$ cat config.mk
export PLATFORM = sky130hd
export DESIGN_NAME = qa_watchdog
export DESIGN_NICKNAME = d
export VERILOG_FILES = /design/src/qa_watchdog_pkg.sv /design/src/qa_response_table.sv /design/src/qa_watchdog.sv
export SDC_FILE = /design/constraint.sdc
export NUM_CORES = 1
export LEC_CHECK = 0
export ABC_CLOCK_PERIOD_IN_PS = 4430
export BUFFER_PORTS_ARGS = -buffer_cell sky130_fd_sc_hd__buf_4
export CORE_UTILIZATION = 45
export CTS_CLUSTER_SIZE = 12
export DETAILED_ROUTE_END_ITERATION = 10
export GPL_ROUTABILITY_DRIVEN = 0
export PLACE_DENSITY = 0.67
export SLEW_MARGIN = 40
export SYNTH_ARGS = -nofsm -noshare
export SYNTH_HDL_FRONTEND = slang
export SYNTH_HIERARCHICAL = 1
export SYNTH_SLANG_ARGS = --single-unit
$ cat constraint.sdc
create_clock -name ref_clk_in -period 4.43 [get_ports ref_clk_in]
set_input_delay 1.329 -clock ref_clk_in [delete_from_list [all_inputs] [get_ports ref_clk_in]]
set_output_delay 1.329 -clock ref_clk_in [all_outputs]
set_load 0.01 [all_outputs]
$ cat src/qa_watchdog_pkg.sv
// Purpose: shared constants and types for the question/answer watchdog
// Assumes: 20 MHz reference clock, 32-bit APB register access
// Notes: register word offsets are byte addresses
package qa_watchdog_pkg;
  localparam int CLK_MHZ = 20;
  localparam int CYCLE_LONG_US = 1000;
  localparam int CYCLE_SHORT_US = 100;
  localparam int CYCLE_LONG_CLKS = CYCLE_LONG_US * CLK_MHZ;
  localparam int CYCLE_SHORT_CLKS = CYCLE_SHORT_US * CLK_MHZ;
  localparam int DIV_W = 16;

  localparam logic [7:0] ADDR_CTRL = 8'h00;
  localparam logic [7:0] ADDR_HB_PERIOD = 8'h04;
  localparam logic [7:0] ADDR_ERR_LIMIT = 8'h08;
  localparam logic [7:0] ADDR_STATUS = 8'h0c;
  localparam logic [7:0] ADDR_ANSWER_PLAIN = 8'h10;
  localparam logic [7:0] ADDR_ANSWER_SYNC = 8'h14;
  localparam logic [7:0] ADDR_EVENT = 8'h18;
  localparam logic [7:0] ADDR_EVENT_MASK = 8'h1c;

  localparam int CTRL_EN_BIT = 0;
  localparam int CTRL_SHORT_BIT = 1;
  localparam int ST_QUEST_LSB = 0;
  localparam int ST_POS_LSB = 4;
  localparam int ST_ERR_LSB = 8;
  localparam int ST_OUTCOME_BIT = 12;
  localparam int EV_VALID = 0;
  localparam int EV_INVALID = 1;
  localparam int EV_EXPIRE = 2;
  localparam int EV_INIT = 3;

  localparam logic [7:0] HB_PERIOD_RST = 8'h20;
  localparam logic [3:0] ERR_LIMIT_RST = 4'h8;
  localparam logic [4:0] ERR_INC = 5'h02;
  localparam logic [3:0] ERR_DEC = 4'h1;
  localparam logic [1:0] POS_LAST = 2'h3;

  typedef enum logic {PH_OFF, PH_RUN} phase_t;

  typedef struct packed {
    phase_t ph;
    logic [DIV_W-1:0] div;
    logic tick;
    logic [7:0] hb;
    logic [3:0] quest;
    logic [1:0] pos;
    logic bad;
    logic [3:0] err;
    logic outcome;
    logic en;
    logic cyc_short;
    logic [7:0] hb_per;
    logic [3:0] limit;
    logic [3:0] ev;
    logic [3:0] mask;
    logic pready;
    logic pslverr;
    logic [31:0] prdata;
    logic irq;
    logic init_pulse;
  } wd_state_t;
endpackage

$ cat src/qa_response_table.sv
// Purpose: expected answer byte for a question and a response position
// Assumes: position 0 is the first byte sent, 3 the last
// Notes: purely combinational constant lookup
module qa_response_table
  import qa_watchdog_pkg::*;
(
  input wire logic [3:0] question_in, // current question
  input wire logic [1:0] position_in, // response position
  output logic [7:0] expected_out // expected byte
);
  // each row: first, second, third, last byte
  localparam logic [31:0] ROWS [16] = '{
    32'hff0ff000, 32'hb040bf4f, 32'he919e616, 32'ha656a959,
    32'h75857a8a, 32'h3aca35c5, 32'h63936c9c, 32'h2cdc23d3,
    32'hd222dd2d, 32'h9d6d9262, 32'hc434cb3b, 32'h8b7b8474,
    32'h58a857a7, 32'h17e718e8, 32'h4ebe41b1, 32'h01f10efe};

  logic [31:0] row;

  always_comb begin
    row = ROWS[question_in];
    case (position_in)
      2'h0: expected_out = row[31:24];
      2'h1: expected_out = row[23:16];
      2'h2: expected_out = row[15:8];
      default: expected_out = row[7:0];
    endcase
  end
endmodule

$ cat src/qa_watchdog.sv
// Purpose: question/answer functional watchdog with APB registers
// Assumes: APB inputs synchronous to ref_clk_in; one slave wait state
// Notes: the list below summarises the rules that the logic carries out
// Notes on behaviour
// - correct answer, last byte unsynced: valid, error minus one, new question
// - heartbeat expiry: invalid triggering, error plus two, heartbeat reset
// - after expiry question kept, heartbeat restarts from zero
// - wrong answer with synced last byte: heartbeat cleared, error plus two
// - after wrong answer the same question stays pending
// - each byte checked against expected byte of its position
// - answer evaluated only after four writes; heartbeat runs meanwhile
// - synced write that is not fourth does not reset heartbeat
// - a new question from a synced last byte restarts heartbeat from zero
// - question is four bits, answer four bytes compared bytewise
// - first three bytes plain, last synced; a synced last byte resets heartbeat whether correct or wrong
// - expected bytes from fixed sixteen-row table indexed by question
// - error over limit: move-to-init, heartbeat reset, error cleared
module qa_watchdog
  import qa_watchdog_pkg::*;
#(
  parameter int LONG_CYCLES = CYCLE_LONG_CLKS,
  parameter int SHORT_CYCLES = CYCLE_SHORT_CLKS
) (
  input wire logic ref_clk_in, // 20 MHz clock
  input wire logic rst_in, // async reset, active high
  input wire logic psel_in, // apb select
  input wire logic penable_in, // apb enable
  input wire logic pwrite_in, // apb direction
  input wire logic [7:0] paddr_in, // apb byte address
  input wire logic [31:0] pwdata_in, // apb write data
  output logic [31:0] prdata_out, // apb read data
  output logic pready_out, // apb ready
  output logic pslverr_out, // apb error on unmapped address
  output logic irq_out, // level interrupt
  output logic move_to_init_out // one-cycle move-to-init event
);
  wd_state_t q, d;
  logic [7:0] exp_byte;
  logic acc, wr_acc, resp_wr, is_sync, mismatch, eval, expire, bad_all;
  logic ev_valid, ev_invalid, init_evt;
  logic [DIV_W-1:0] div_lim;
  logic [4:0] err_sum;
  logic [31:0] rd;
  logic [3:0] ev_set;

  qa_response_table u_table (
    .question_in(q.quest),
    .position_in(q.pos),
    .expected_out(exp_byte)
  );

  function automatic logic mapped(input logic [7:0] a);
    mapped = (a == ADDR_CTRL) || (a == ADDR_HB_PERIOD) || (a == ADDR_ERR_LIMIT) ||
             (a == ADDR_STATUS) || (a == ADDR_ANSWER_PLAIN) || (a == ADDR_ANSWER_SYNC) ||
             (a == ADDR_EVENT) || (a == ADDR_EVENT_MASK);
  endfunction

  assign acc = psel_in && penable_in && q.pready;
  assign wr_acc = acc && pwrite_in;
  assign is_sync = (paddr_in == ADDR_ANSWER_SYNC);
  assign resp_wr = wr_acc && q.en && ((paddr_in == ADDR_ANSWER_PLAIN) || is_sync);
  assign mismatch = (pwdata_in[7:0] != exp_byte);
  assign eval = resp_wr && (q.pos == POS_LAST);
  assign bad_all = q.bad || mismatch;
  // a finishing write wins over a same-cycle expiry; the expiry fires next tick unless the write cleared the heartbeat
  assign expire = q.en && q.tick && (q.hb >= q.hb_per) && !eval;
  assign ev_valid = eval && !bad_all;
  assign ev_invalid = (eval && bad_all) || expire;
  assign err_sum = {1'b0, q.err} + ERR_INC;
  assign init_evt = ev_invalid && (err_sum > {1'b0, q.limit});
  assign div_lim = q.cyc_short ? DIV_W'(SHORT_CYCLES - 1) : DIV_W'(LONG_CYCLES - 1);

  always_comb begin
    rd = 32'h0;
    case (paddr_in)
      ADDR_CTRL: begin
        rd[CTRL_EN_BIT] = q.en;
        rd[CTRL_SHORT_BIT] = q.cyc_short;
      end
      ADDR_HB_PERIOD: rd[7:0] = q.hb_per;
      ADDR_ERR_LIMIT: rd[3:0] = q.limit;
      ADDR_STATUS: begin
        rd[ST_QUEST_LSB +: 4] = q.quest;
        rd[ST_POS_LSB +: 2] = q.pos;
        rd[ST_ERR_LSB +: 4] = q.err;
        rd[ST_OUTCOME_BIT] = q.outcome;
      end
      ADDR_EVENT: rd[3:0] = q.ev;
      ADDR_EVENT_MASK: rd[3:0] = q.mask;
      default: rd = 32'h0;
    endcase
  end

  always_comb begin
    d = q;
    d.tick = 1'b0;
    d.init_pulse = 1'b0;
    ev_set = 4'h0;
    // apb: ready one cycle into the access phase
    d.pready = psel_in && penable_in && !q.pready;
    d.pslverr = 1'b0;
    if (psel_in && penable_in && !q.pready) begin
      d.prdata = pwrite_in ? 32'h0 : rd;
      d.pslverr = !mapped(paddr_in);
    end
    if (wr_acc) begin
      case (paddr_in)
        ADDR_CTRL: begin
          d.en = pwdata_in[CTRL_EN_BIT];
          d.cyc_short = pwdata_in[CTRL_SHORT_BIT];
        end
        ADDR_HB_PERIOD: d.hb_per = pwdata_in[7:0];
        ADDR_ERR_LIMIT: d.limit = pwdata_in[3:0];
        ADDR_EVENT_MASK: d.mask = pwdata_in[3:0];
        default: d.ph = q.ph;
      endcase
    end
    // watchdog cycle divider and heartbeat counter
    if (q.en) begin
      if (q.div >= div_lim) begin
        d.div = '0;
        d.tick = 1'b1;
      end else begin
        d.div = q.div + DIV_W'(1);
      end
      // saturate: a wrap to zero would look like a heartbeat restart
      if (q.tick && (q.hb != 8'hff)) begin
        d.hb = q.hb + 8'h01;
      end
    end
    // answer collection
    if (resp_wr) begin
      if (eval) begin
        d.pos = 2'h0;
        d.bad = 1'b0;
        d.outcome = !bad_all;
        if (!bad_all) begin
          d.quest = q.quest + 4'h1;
          if (is_sync) begin
            d.hb = 8'h00;
          end
        end else if (is_sync) begin
          d.hb = 8'h00;
        end
      end else begin
        d.pos = q.pos + 2'h1;
        d.bad = bad_all;
      end
    end
    if (expire) begin
      d.hb = 8'h00;
      d.pos = 2'h0;
      d.bad = 1'b0;
      d.outcome = 1'b0;
    end
    // error counter
    if (ev_valid) begin
      if (q.err != 4'h0) begin
        d.err = q.err - ERR_DEC;
      end
    end else if (ev_invalid) begin
      if (init_evt) begin
        d.err = 4'h0;
        d.hb = 8'h00;
        d.init_pulse = 1'b1;
      end else begin
        d.err = err_sum[3:0];
      end
    end
    ev_set[EV_VALID] = ev_valid;
    ev_set[EV_INVALID] = ev_invalid;
    ev_set[EV_EXPIRE] = expire;
    ev_set[EV_INIT] = init_evt;
    // write-one-to-clear; a new event wins over the clear
    if (wr_acc && (paddr_in == ADDR_EVENT)) begin
      d.ev = (q.ev & ~pwdata_in[3:0]) | ev_set;
    end else begin
      d.ev = q.ev | ev_set;
    end
    if (!d.en) begin
      d.ph = PH_OFF;
      d.div = '0;
      d.hb = 8'h00;
      d.pos = 2'h0;
      d.bad = 1'b0;
      d.err = 4'h0;
    end else begin
      d.ph = PH_RUN;
    end
    d.irq = |(d.ev & d.mask);
  end

  always_ff @(posedge ref_clk_in or posedge rst_in) begin
    if (rst_in) begin
      q <= '{ph: PH_OFF, div: '0, tick: 1'b0, hb: 8'h00, quest: 4'h0, pos: 2'h0,
             bad: 1'b0, err: 4'h0, outcome: 1'b0, en: 1'b0, cyc_short: 1'b0,
             hb_per: HB_PERIOD_RST, limit: ERR_LIMIT_RST, ev: 4'h0, mask: 4'h0,
             pready: 1'b0, pslverr: 1'b0, prdata: 32'h0, irq: 1'b0,
             init_pulse: 1'b0};
    end else begin
      q <= d;
    end
  end

  assign prdata_out = q.prdata;
  assign pready_out = q.pready;
  assign pslverr_out = q.pslverr;
  assign irq_out = q.irq;
  assign move_to_init_out = q.init_pulse;
endmodule

==> metrics.csv, run 1 <==
stage,metric,value,unit
synth,largest family of logic cells by synthesized area,simple AND/OR/NAND/NOR gates,
clocking,clk sinks,76,
clocking,H-Tree Depth,3,
worst_setup_path,most frequent CP cell,xor2_1,
clocking,hold buffer count at CTS,0,
final_layout,synth-to-layout area growth,9.80,%
timing,minimum clock period,3.44,ns
synth,compound-gate portion of the synthesized area,15.4,%
power,Pleak,2.36,nW
place,IO Port Bufs,37,
worst_setup_path,number of stages on the worst setup path,8,
power,Overall Power,1.30,mW
detailed_routing,WL/cell,16.0,microns
detailed_routing,vias per std cell,5.53,
clocking,clk_lat worst skew,0.35,ns
synth,post-synth top area share,39.1,%
worst_setup_path,R2R cell count,8,
timing,FMAX,290,MHz
timing,setup TNS,0,ns
timing,Max Clock Skew,0.0112,ns
timing,actual slew at the worst max-slew pin,0.671,ns
global_route,Overall Global Routing Usage,20.2,%
power,combinational fraction of design power,5.4,%
detailed_routing,via count,3564,
timing,RSZ-0062 raised after global routing,no,
synth,simple-gate share of the synthesized area,16.3,%
worst_setup_path,r2r endpoint,q[62],
timing,Setup-failing EPs final,0,
power,Internal,0.980,mW
floorplan,Die Wd,105,microns
worst_setup_path,crit path launch,q[65],
worst_setup_path,Worst path max stage delay,0.61,ns
clocking,root buffer cell,clkbuf_8,
synth,YS warnings,6,
floorplan,Starting Density,46.1,%
synth,"Avg Cell Area, Syn",9.91,sq um
hold_path,Hold Path Stages,2,
floorplan,core area,0.0103,sq mm
synth,xor-xnor portion of the synthesized cell area,6.05,%
global_route,first-pass GRT wire length,17.5,mm
clocking,CTS buffer count,9,
run_status,outcome,finished clean,
power,clock power share,41.1,%
synth,post-synthesis mux area share,6.15,%
synth,Adder-Cell Fraction of Synth Area,7.66,%
place,worst slack at placement,0.734,ns
worst_setup_path,Reg2Reg Launch Point,q[65],
worst_setup_path,CP arrival,3.69,ns
synth,Most used DFF post-synth,dfrtp_1,
worst_setup_path,Crit-path slowest cell,nor2_1,
global_route,largest net degree at the start of global routing,40,
global_route,initial antenna violation count,0,
detailed_routing,drt pass-1 iters,4,
worst_setup_path,Worst setup endpoint,q[62],
synth,#FFs+latches synth,76,
synth,ranking of synthesized cells by area,"dfrtp_1, ha_1, buf_4, mux2_2, xor2_1",
timing,final worst setup slack,0.986,ns
worst_setup_path,"Req. time, crit path",4.68,ns
power,Switch Pwr,0.322,mW
worst_setup_path,startpoint types,register,
detailed_routing,total wire length,10.3,mm
floorplan,FP Rows,37,
place,DP HPWL,7.74,mm
global_route,number of global-route vias before repair,3495,
worst_setup_path,critical path's top delay family,simple AND/OR/NAND/NOR gates,
worst_setup_path,CP max FO,7,
clocking,Longest Clk Path Bufs,2,
power,Worst VDD drop,0.123,mV
synth,Post-Synthesis Cells,478,
synth,register area share after synthesis,40.2,%
power,part of the power in registers,53.5,%
floorplan,chip height,105,microns
timing,"Hold Vio Cnt, Final",0,
timing,Final period util,77.7,%
place,placed cell areas,0.00499,sq mm
clocking,"Reg clk slew, reported paths",0.09,ns
synth,async set or reset register ratio after synthesis,100,%
clocking,Post-CTS Repair Setup Buffers,0,
synth,Post-synth EDFFs,0,
hold_path,Hold Path Class,register to register,
detailed_routing,Remaining DRCs,0,
global_route,gr ovfl total,0,
final_layout,Final Cell Area,0.00520,sq mm
power,power per cell area,250,mW/mm^2
synth,Yosys cell types,68,
power,Sw Share,24.7,%
job,max-cap viol count,0,
clocking,CTS tree,yes,
detailed_routing,Routed Antenna Nets,0,
floorplan,I/O pin cnt,81,
worst_setup_path,critical path endpoint category,register,
final_layout,layout cells sized above 1,18.9,%
timing,"Slew Viols, Final",0,
worst_setup_path,"setup slack, reg-to-reg",0.99,ns
detailed_routing,Initial DRC Count,129,
final_layout,Nets,577,
final_layout,Fillers,950,
synth,Mapped Area,0.00474,sq mm
worst_setup_path,crit path buf inv count,0,
floorplan,die area,0.0109,sq mm
final_layout,Ant. Diodes,0,
clocking,post-CTS sizing,0,
worst_setup_path,critical path class,register to register,
timing,relative slew slack,55.1,%
synth,Synth area leader,dfrtp_1,
worst_setup_path,cell-by-cell trace of the critical path,xnor3_2 > xor2_1 > xor2_1 > nor4_1 > nand3_1 > nor2_1 > a221oi_2 > o41ai_2,
==> kinds of logic after synthesis <==
group	after synthesis
adders and majority gates	29
and+or+nand+nor	142
other	1
DFF	76
buffers and inverters	70
AOI/OAI and AO/OA	102
xor gates and xnor gates	31
muxes	27
==> routing by layer <==
| metal | vias to the layer above | GRT usage (%) | wire length, microns |
|---|---|---|---|
| met4 | 0 | 7.14 | 147 |
| li1 | 1726 | - | - |
| met5 | - | 0 | 0 |
| met1 | 1738 | 28.9 | 4850 |
| met2 | 85 | 31.0 | 4720 |
| met3 | 15 | 3.43 | 566 |
==> synth_stat cells, types with 5 or more instances <==
library cell  instances
a31oi_1               8
nor3_1               15
clkbuf_1             11
a21oi_1              15
nor2_1               28
buf_4                32
a22o_1                9
a21boi_0              5
nand3_1              13
and3_1                7
ha_1                 29
inv_1                24
xnor2_1              14
o21ai_0              21
mux2_2               17
nand2_1              34
xor2_1               16
nand2b_1              6
dfrtp_1              74
o21a_1                5
nand4_1               6
mux2i_1              10
==> how the worst min path moves through the flow <==
stage | from | to | slack [ns]
after floorplan | prdata_out[3] | prdata_out[3] | 0.45
after global placement | prdata_out[4] | prdata_out[4] | 0.46
after detailed placement | prdata_out[3] | prdata_out[3] | 0.47
after CTS | prdata_out[3] | prdata_out[3] | 0.49
after global routing | prdata_out[5] | prdata_out[5] | 0.52
final | prdata_out[3] | prdata_out[3] | 0.49
==> area by class of cell <==
type	instances	area, sq um	area share (%)
inverters	24	91.3	1.76
well taps	136	170	3.27
clock inverters	7	77.6	1.49
multi-input cells	350	2520	48.4
clock buffers	9	124	2.38
flip-flops and latches	76	1900	36.6
repair buffers	42	315	6.06
==> through the flow <==
stage,util (%),hold WS (ns),instances
floorplan,-,0.451,496
global placement,48.6,0.463,628
detailed placement,48.6,0.472,628
CTS,50.6,0.492,644
global route,50.6,0.521,644
finish,50.6,0.487,644
==> registers in the layout (all words and copies together), names as in the netlist <==
name / count
move_to_init_out: 1
irq_out: 1
pslverr_out: 1
prdata_out: 13
pready_out: 1
q: 59
==> worst register-to-register path: cells and delay by family (launching register included) <==
family	cells	cell delay [ns]
AO/OA/AOI/OAI	2	0.45
AND/OR/NAND/NOR	3	1.54
flip-flops	1	0.50
XOR/XNOR	3	0.86
==> power groups by stage <==
| stage | sequential [mW] | combinational (mW) | clock, mW |
|---|---|---|---|
| 2_1_floorplan | 0.710 | 0.0499 | 0 |
| 3_3_place_gp | 0.710 | 0.0697 | 0 |
| 3_5_place_dp | 0.710 | 0.0710 | 0 |
| 4_1_cts | 0.696 | 0.0712 | 0.554 |
| 5_1_grt | 0.697 | 0.0792 | 0.583 |
| 6_report | 0.696 | 0.0701 | 0.535 |
==> placed cells by master, fill, tap and decap left out, drive strengths merged, types with 5 or more instances in the layout <==
master / n
dfrtp: 74
buf: 42
nand2: 34
ha: 29
nor2: 28
inv: 23
o21ai: 23
conb: 19
mux2: 17
nor3: 17
xor2: 16
a21oi: 15
xnor2: 14
nand3: 13
mux2i: 10
a22o: 9
clkbuf: 9
a31oi: 8
and3: 8
nand4: 7
nand2b: 6
clkinv: 6
o21a: 5
a21boi: 5
No activity file was read; power rests on OpenSTA's default activity.
==> run 2, diff against run 1 <==
ABC_CLOCK_PERIOD_IN_PS = 3200   (was 4430)
clock period = 3.2 ns   (was 4.43 ns; I/O delays follow)
==> metrics.csv, run 2 (synthesized netlist as in run 1, its figures left out) <==
stage,metric,value,unit,change
detailed_routing,Routed Antenna Nets,0,,unchanged
worst_setup_path,Worst path max stage delay,0.52,ns,was 0.61 ns
job,max-cap viol count,0,,unchanged
detailed_routing,wl on met1,5.10,mm,was 4.85 mm
run_status,outcome,finished clean,,unchanged
power,Overall Power,2.04,mW,was 1.30 mW
detailed_routing,via count,3672,,was 3564
global_route,gr ovfl total,0,,unchanged
power,part of the power in registers,47.2,%,was 53.5%
clocking,CTS tree,yes,,unchanged
detailed_routing,met3 routed WL,541,microns,was 566 microns
final_layout,utilization after layout,52.4,%,was 50.6%
detailed_routing,Remaining DRCs,0,,unchanged
detailed_routing,DR WL met2,4.83,mm,was 4.72 mm
power,Internal,1.62,mW,was 0.980 mW
power,Worst VDD drop,0.227,mV,was 0.123 mV
worst_setup_path,crit path launch,q[69],,was q[65]
worst_setup_path,"setup slack, reg-to-reg",0.31,ns,was 0.99 ns
worst_setup_path,critical path endpoint category,register,,unchanged
clocking,CTS buffer count,9,,unchanged
worst_setup_path,cell-by-cell trace of the critical path,xnor3_2 > xor2_1 > xor2_1 > nor4_1 > buf_4 > nand3_1 > nor2_1 > buf_4 > nand4_1 > xnor2_1,,was xnor3_2 > xor2_1 > xor2_1 > nor4_1 > nand3_1 > nor2_1 > a221oi_2 > o41ai_2
power,power per cell area,379,mW/mm^2,was 250 mW/mm^2
floorplan,Starting Density,46.1,%,unchanged
global_route,initial antenna violation count,0,,unchanged
hold_path,Hold Path Class,register to register,,unchanged
worst_setup_path,startpoint types,register,,unchanged
timing,Setup-failing EPs final,0,,unchanged
detailed_routing,vias per std cell,5.57,,was 5.53
global_route,largest net degree at the start of global routing,77,,was 40
timing,setup TNS,0,ns,unchanged
timing,"Hold Vio Cnt, Final",0,,unchanged
clocking,clk_lat worst skew,0.36,ns,was 0.35 ns
global_route,number of global-route vias before repair,3693,,was 3495
clocking,hold buffer count at CTS,0,,unchanged
detailed_routing,Initial DRC Count,150,,was 129
final_layout,highest-count cells in the layout ignoring fill and taps,"dfrtp_1, buf_4, nand2_1, ha_1, nor2_1",,unchanged
timing,"Slew Viols, Final",0,,unchanged
timing,RSZ-0062 raised after global routing,no,,unchanged
floorplan,die area,0.0109,sq mm,unchanged
worst_setup_path,r2r endpoint,q[69],,was q[62]
worst_setup_path,R2R cell count,10,,was 8
final_layout,max reg flops,59,,unchanged
worst_setup_path,Worst setup endpoint,q[69],,was q[62]
clocking,Post-CTS Repair Setup Buffers,0,,unchanged
floorplan,Die Wd,105,microns,unchanged
clocking,"Reg clk slew, reported paths",0.07,ns,was 0.09 ns
timing,minimum clock period,2.89,ns,was 3.44 ns
power,Pleak,2.47,nW,was 2.36 nW
final_layout,Ant. Diodes,0,,unchanged
global_route,Overall Global Routing Usage,21.0,%,was 20.2%
detailed_routing,drt pass-1 iters,4,,unchanged
detailed_routing,DR top layer,met4,,unchanged
power,Switch Pwr,0.424,mW,was 0.322 mW
worst_setup_path,CP max FO,6,,was 7
floorplan,chip height,105,microns,unchanged
timing,FMAX,346,MHz,was 290 MHz
timing,Max Clock Skew,0.0101,ns,was 0.0112 ns
place,placed insts,643,,was 628
final_layout,Fillers,957,,was 950
floorplan,core area,0.0103,sq mm,unchanged
final_layout,Nets,592,,was 577
clocking,Longest Clk Path Bufs,2,,unchanged
clocking,post-CTS sizing,0,,unchanged
place,IO Port Bufs,37,,unchanged
timing,relative slew slack,42.7,%,was 55.1%
detailed_routing,total wire length,10.6,mm,was 10.3 mm
worst_setup_path,Reg2Reg Launch Point,q[69],,was q[65]
final_layout,Top reg by flops,q,,unchanged
final_layout,"commonest non-fill, non-tap cell in the layout",dfrtp_1,,unchanged
detailed_routing,WL/cell,16.1,microns,was 16.0 microns
worst_setup_path,"Req. time, crit path",3.43,ns,was 4.68 ns
timing,actual slew at the worst max-slew pin,0.852,ns,was 0.671 ns
clocking,H-Tree Depth,3,,unchanged
clocking,root buffer cell,clkbuf_8,,unchanged
power,Sw Share,20.8,%,was 24.7%
final_layout,Finished Layout Cells,659,,was 644
place,placed cell areas,0.00512,sq mm,was 0.00499 sq mm
global_route,first-pass GRT wire length,18.2,mm,was 17.5 mm
timing,Final period util,90.2,%,was 77.7%
worst_setup_path,CP arrival,3.12,ns,was 3.69 ns
final_layout,Final Cell Area,0.00539,sq mm,was 0.00520 sq mm
worst_setup_path,Crit-path slowest cell,dfrtp_1,,was nor2_1
worst_setup_path,critical path class,register to register,,unchanged
clocking,clk sinks,76,,unchanged
power,clock power share,47.7,%,was 41.1%
place,DP HPWL,7.83,mm,was 7.74 mm
final_layout,layout cells sized above 1,20.8,%,was 18.9%
hold_path,Hold Path Stages,2,,unchanged
final_layout,synth-to-layout area growth,13.8,%,was 9.80%
floorplan,I/O pin cnt,81,,unchanged
power,combinational fraction of design power,5.0,%,was 5.4%
floorplan,FP Rows,37,,unchanged
-- run 2: cell types whose count changed in the layout (fill, tap and decap cells not counted), sizes merged --
cell	change
buf	+15
clkbuf	+3
bufinv	+3
clkinv	-6
inv	+1
clkinvlp	-1
-- run 2: routing by layer --
metal / vias up / global-route usage [%]
met2: 95 / 32.6
met1: 1807 / 30.0
li1: 1754 / -
met5: - / 0
met4: 0 / 6.94
met3: 16 / 3.06
-- run 2: worst min path at each step --
stage,startpoint,end
floorplan,prdata_out[3],prdata_out[3]
global placement,prdata_out[5],prdata_out[5]
detailed placement,prdata_out[3],prdata_out[3]
CTS,prdata_out[3],prdata_out[3]
global route,q[43],q[43]
finish,prdata_out[5],prdata_out[5]
-- run 2: critical path, delay by kind of cell, from the launching register on --
kind,cells,cell delay [ns]
xor gates and xnor gates,4,0.92
buffers and inverters,2,0.40
DFF,1,0.52
and+or+nand+nor,4,0.94
-- run 2: layout make-up --
type                            instances  area, sq um  share of cell area (%)
Clock buffer                           12          145                    2.69
Clock inverter                          4          120                    2.23
Inverter                               24         90.1                    1.67
Multi-Input combinational cell        350         2520                    46.8
Sequential cell                        76         1900                    35.3
Tap cell                              136          170                    3.16
Timing Repair Buffer                   57          440                    8.17
-- run 2: power groups by stage --
stage / combinational [mW] / clock (mW) / sequential (mW)
floorplan: 0.0690 / 0 / 0.983
global placement: 0.102 / 0 / 0.983
detailed placement: 0.103 / 0 / 0.983
CTS: 0.104 / 0.993 / 0.964
global route: 0.114 / 1.04 / 0.964
finish: 0.103 / 0.974 / 0.964
-- run 2: through the flow --
stage	hold WS [ns]	setup WS [ns]
after floorplan	0.451	0.305
after global placement	0.464	0.114
after detailed placement	0.480	0.116
after CTS	0.496	0.342
after global routing	0.528	0.127
final	0.492	0.313
==> run 3, diff against run 2 <==
CTS_BUF_LIST = sky130_fd_sc_hd__clkbuf_8   (was default)
SETUP_SLACK_MARGIN = 0.5   (was default)
==> metrics.csv, run 3 (synthesized netlist as in run 1, its figures left out) <==
stage,metric,value,unit,change
timing,Setup-failing EPs final,0,,unchanged
worst_setup_path,r2r endpoint,q[60],,was q[69]
floorplan,core area,0.0103,sq mm,unchanged
clocking,H-Tree Depth,3,,unchanged
final_layout,Ant. Diodes,0,,unchanged
final_layout,Nets,591,,was 592
worst_setup_path,CP arrival,2.90,ns,was 3.12 ns
timing,FMAX,377,MHz,was 346 MHz
floorplan,FP Rows,37,,unchanged
power,power per cell area,366,mW/mm^2,was 379 mW/mm^2
final_layout,Top reg by flops,q,,unchanged
job,max-cap viol count,0,,unchanged
floorplan,die area,0.0109,sq mm,unchanged
final_layout,synth-to-layout area growth,15.1,%,was 13.8%
global_route,initial antenna violation count,0,,unchanged
power,part of the power in registers,48.3,%,was 47.2%
worst_setup_path,Reg2Reg Launch Point,q[69],,unchanged
timing,Final period util,83.0,%,was 90.2%
detailed_routing,WL/cell,15.9,microns,was 16.1 microns
clocking,root buffer cell,clkbuf_8,,unchanged
floorplan,Die Wd,105,microns,unchanged
final_layout,Fillers,941,,was 957
timing,relative slew slack,60.5,%,was 42.7%
detailed_routing,via count,3594,,was 3672
floorplan,I/O pin cnt,81,,unchanged
worst_setup_path,"setup slack, reg-to-reg",0.60,ns,was 0.31 ns
global_route,gr ovfl total,0,,unchanged
final_layout,Final Cell Area,0.00545,sq mm,was 0.00539 sq mm
final_layout,highest-count cells in the layout ignoring fill and taps,"dfrtp_1, buf_4, nand2_1, ha_1, nor2_1",,unchanged
timing,"Slew Viols, Final",0,,unchanged
worst_setup_path,critical path class,primary input to register,,was register to register
floorplan,chip height,105,microns,unchanged
floorplan,Starting Density,46.1,%,unchanged
clocking,hold buffer count at CTS,0,,unchanged
timing,hold_ws,0.490,ns,was 0.492 ns
worst_setup_path,startpoint types,primary input,,was register
timing,actual slew at the worst max-slew pin,0.588,ns,was 0.852 ns
power,clock power share,46.5,%,was 47.7%
detailed_routing,drt pass-1 iters,7,,was 4
final_layout,max reg flops,59,,unchanged
clocking,"Reg clk slew, reported paths",0.08,ns,was 0.07 ns
global_route,Overall Global Routing Usage,20.5,%,was 21.0%
global_route,largest net degree at the start of global routing,40,,was 77
power,Worst VDD drop,0.218,mV,was 0.227 mV
worst_setup_path,CP max FO,6,,unchanged
power,Overall Power,2.00,mW,was 2.04 mW
clocking,clk_lat worst skew,0.35,ns,was 0.36 ns
timing,minimum clock period,2.66,ns,was 2.89 ns
global_route,number of global-route vias before repair,3491,,was 3693
timing,"Hold Vio Cnt, Final",0,,unchanged
place,DP HPWL,7.91,mm,was 7.83 mm
clocking,CTS buffer count,9,,unchanged
power,Sw Share,20.6,%,was 20.8%
timing,Max Clock Skew,0.00616,ns,was 0.0101 ns
power,Switch Pwr,0.411,mW,was 0.424 mW
worst_setup_path,"Req. time, crit path",3.45,ns,was 3.43 ns
clocking,CTS tree,yes,,unchanged
hold_path,Hold Path Class,register to register,,unchanged
worst_setup_path,R2R cell count,9,,was 10
global_route,first-pass GRT wire length,17.8,mm,was 18.2 mm
clocking,Longest Clk Path Bufs,2,,unchanged
detailed_routing,vias per std cell,5.47,,was 5.57
final_layout,layout cells sized above 1,23.6,%,was 20.8%
place,placed cell areas,0.00514,sq mm,was 0.00512 sq mm
place,IO Port Bufs,37,,unchanged
place,worst slack at placement,0.0841,ns,was 0.116 ns
detailed_routing,Remaining DRCs,0,,unchanged
detailed_routing,Routed Antenna Nets,0,,unchanged
worst_setup_path,Worst setup endpoint,q[62],,was q[69]
run_status,outcome,finished clean,,unchanged
power,Pleak,2.49,nW,was 2.47 nW
worst_setup_path,crit path launch,paddr_in[5],,was q[69]
clocking,clk sinks,76,,unchanged
timing,final worst setup slack,0.545,ns,was 0.313 ns
detailed_routing,Initial DRC Count,219,,was 150
power,combinational fraction of design power,5.2,%,was 5.0%
timing,setup TNS,0,ns,unchanged
worst_setup_path,critical path endpoint category,register,,unchanged
power,Internal,1.59,mW,was 1.62 mW
timing,RSZ-0062 raised after global routing,yes,,was no
detailed_routing,total wire length,10.5,mm,was 10.6 mm
final_layout,"commonest non-fill, non-tap cell in the layout",dfrtp_1,,unchanged
[run 3: cell count changes in the layout (fill, tap and decap cells not counted), sizes merged]
cell	delta
clkbuf	-3
buf	-1
clkinv	+1
clkinvlp	+1
[run 3: routing by layer]
layer | up-vias | track usage (%) | part of all wire (%)
li1 | 1752 | - | -
met1 | 1748 | 28.3 | 48
met2 | 81 | 32.0 | 46
met3 | 13 | 3.43 | 3.7
met4 | 0 | 8.25 | 1.8
met5 | - | 0 | 0
[run 3: layout make-up]
class	count	area [sq um]	share of cell area, %
clock buffers	9	124	2.27
clock inverters	6	129	2.36
inverters	24	93.8	1.72
multi-input cells	350	2580	47.4
flip-flops and latches	76	1910	35.0
well taps	136	170	3.12
repair buffers	56	445	8.17
[run 3: through the flow]
stage          cells  utilization (%)
2_1_floorplan    496                -
3_3_place_gp     640             50.0
3_5_place_dp     640             50.0
4_1_cts          655             52.6
5_1_grt          657             53.1
6_report         657             53.1
[run 3: power groups by stage]
stage	Clock, mW	Combinational [mW]	Sequential [mW]
global placement	0	0.102	0.982
finish	0.930	0.104	0.964
CTS	0.952	0.105	0.964
detailed placement	0	0.103	0.983
global route	0.991	0.116	0.964
floorplan	0	0.0715	0.983
[run 3: how the worst min path moves through the flow]
stage | from | end | slack [ns] | cells after the start
final | prdata_out[4] | prdata_out[4] | 0.49 | 2
after floorplan | prdata_out[3] | prdata_out[3] | 0.45 | 2
after global routing | prdata_out[4] | prdata_out[4] | 0.51 | 2
after detailed placement | prdata_out[4] | prdata_out[4] | 0.48 | 2
after global placement | prdata_out[4] | prdata_out[4] | 0.46 | 2
after CTS | prdata_out[4] | prdata_out[4] | 0.49 | 2
[run 3: what timing repair did]
item | 4_1_cts | 5_1_grt
cloned | 0 | 0
setup buffers | 0 | 2
setup endpoints to repair | 13 | 18
pin swaps | 0 | 3
resized for setup | 5 | 9
endpoints found under the hold margin | 0 | 0
[run 3: critical path: stages]
cell and delay (ns):
buf_4 0.11, or4b_4 0.61, nor3_4 0.26, and3_4 0.26, nor3_2 0.06, or2_1 0.30
o41ai_2 0.33
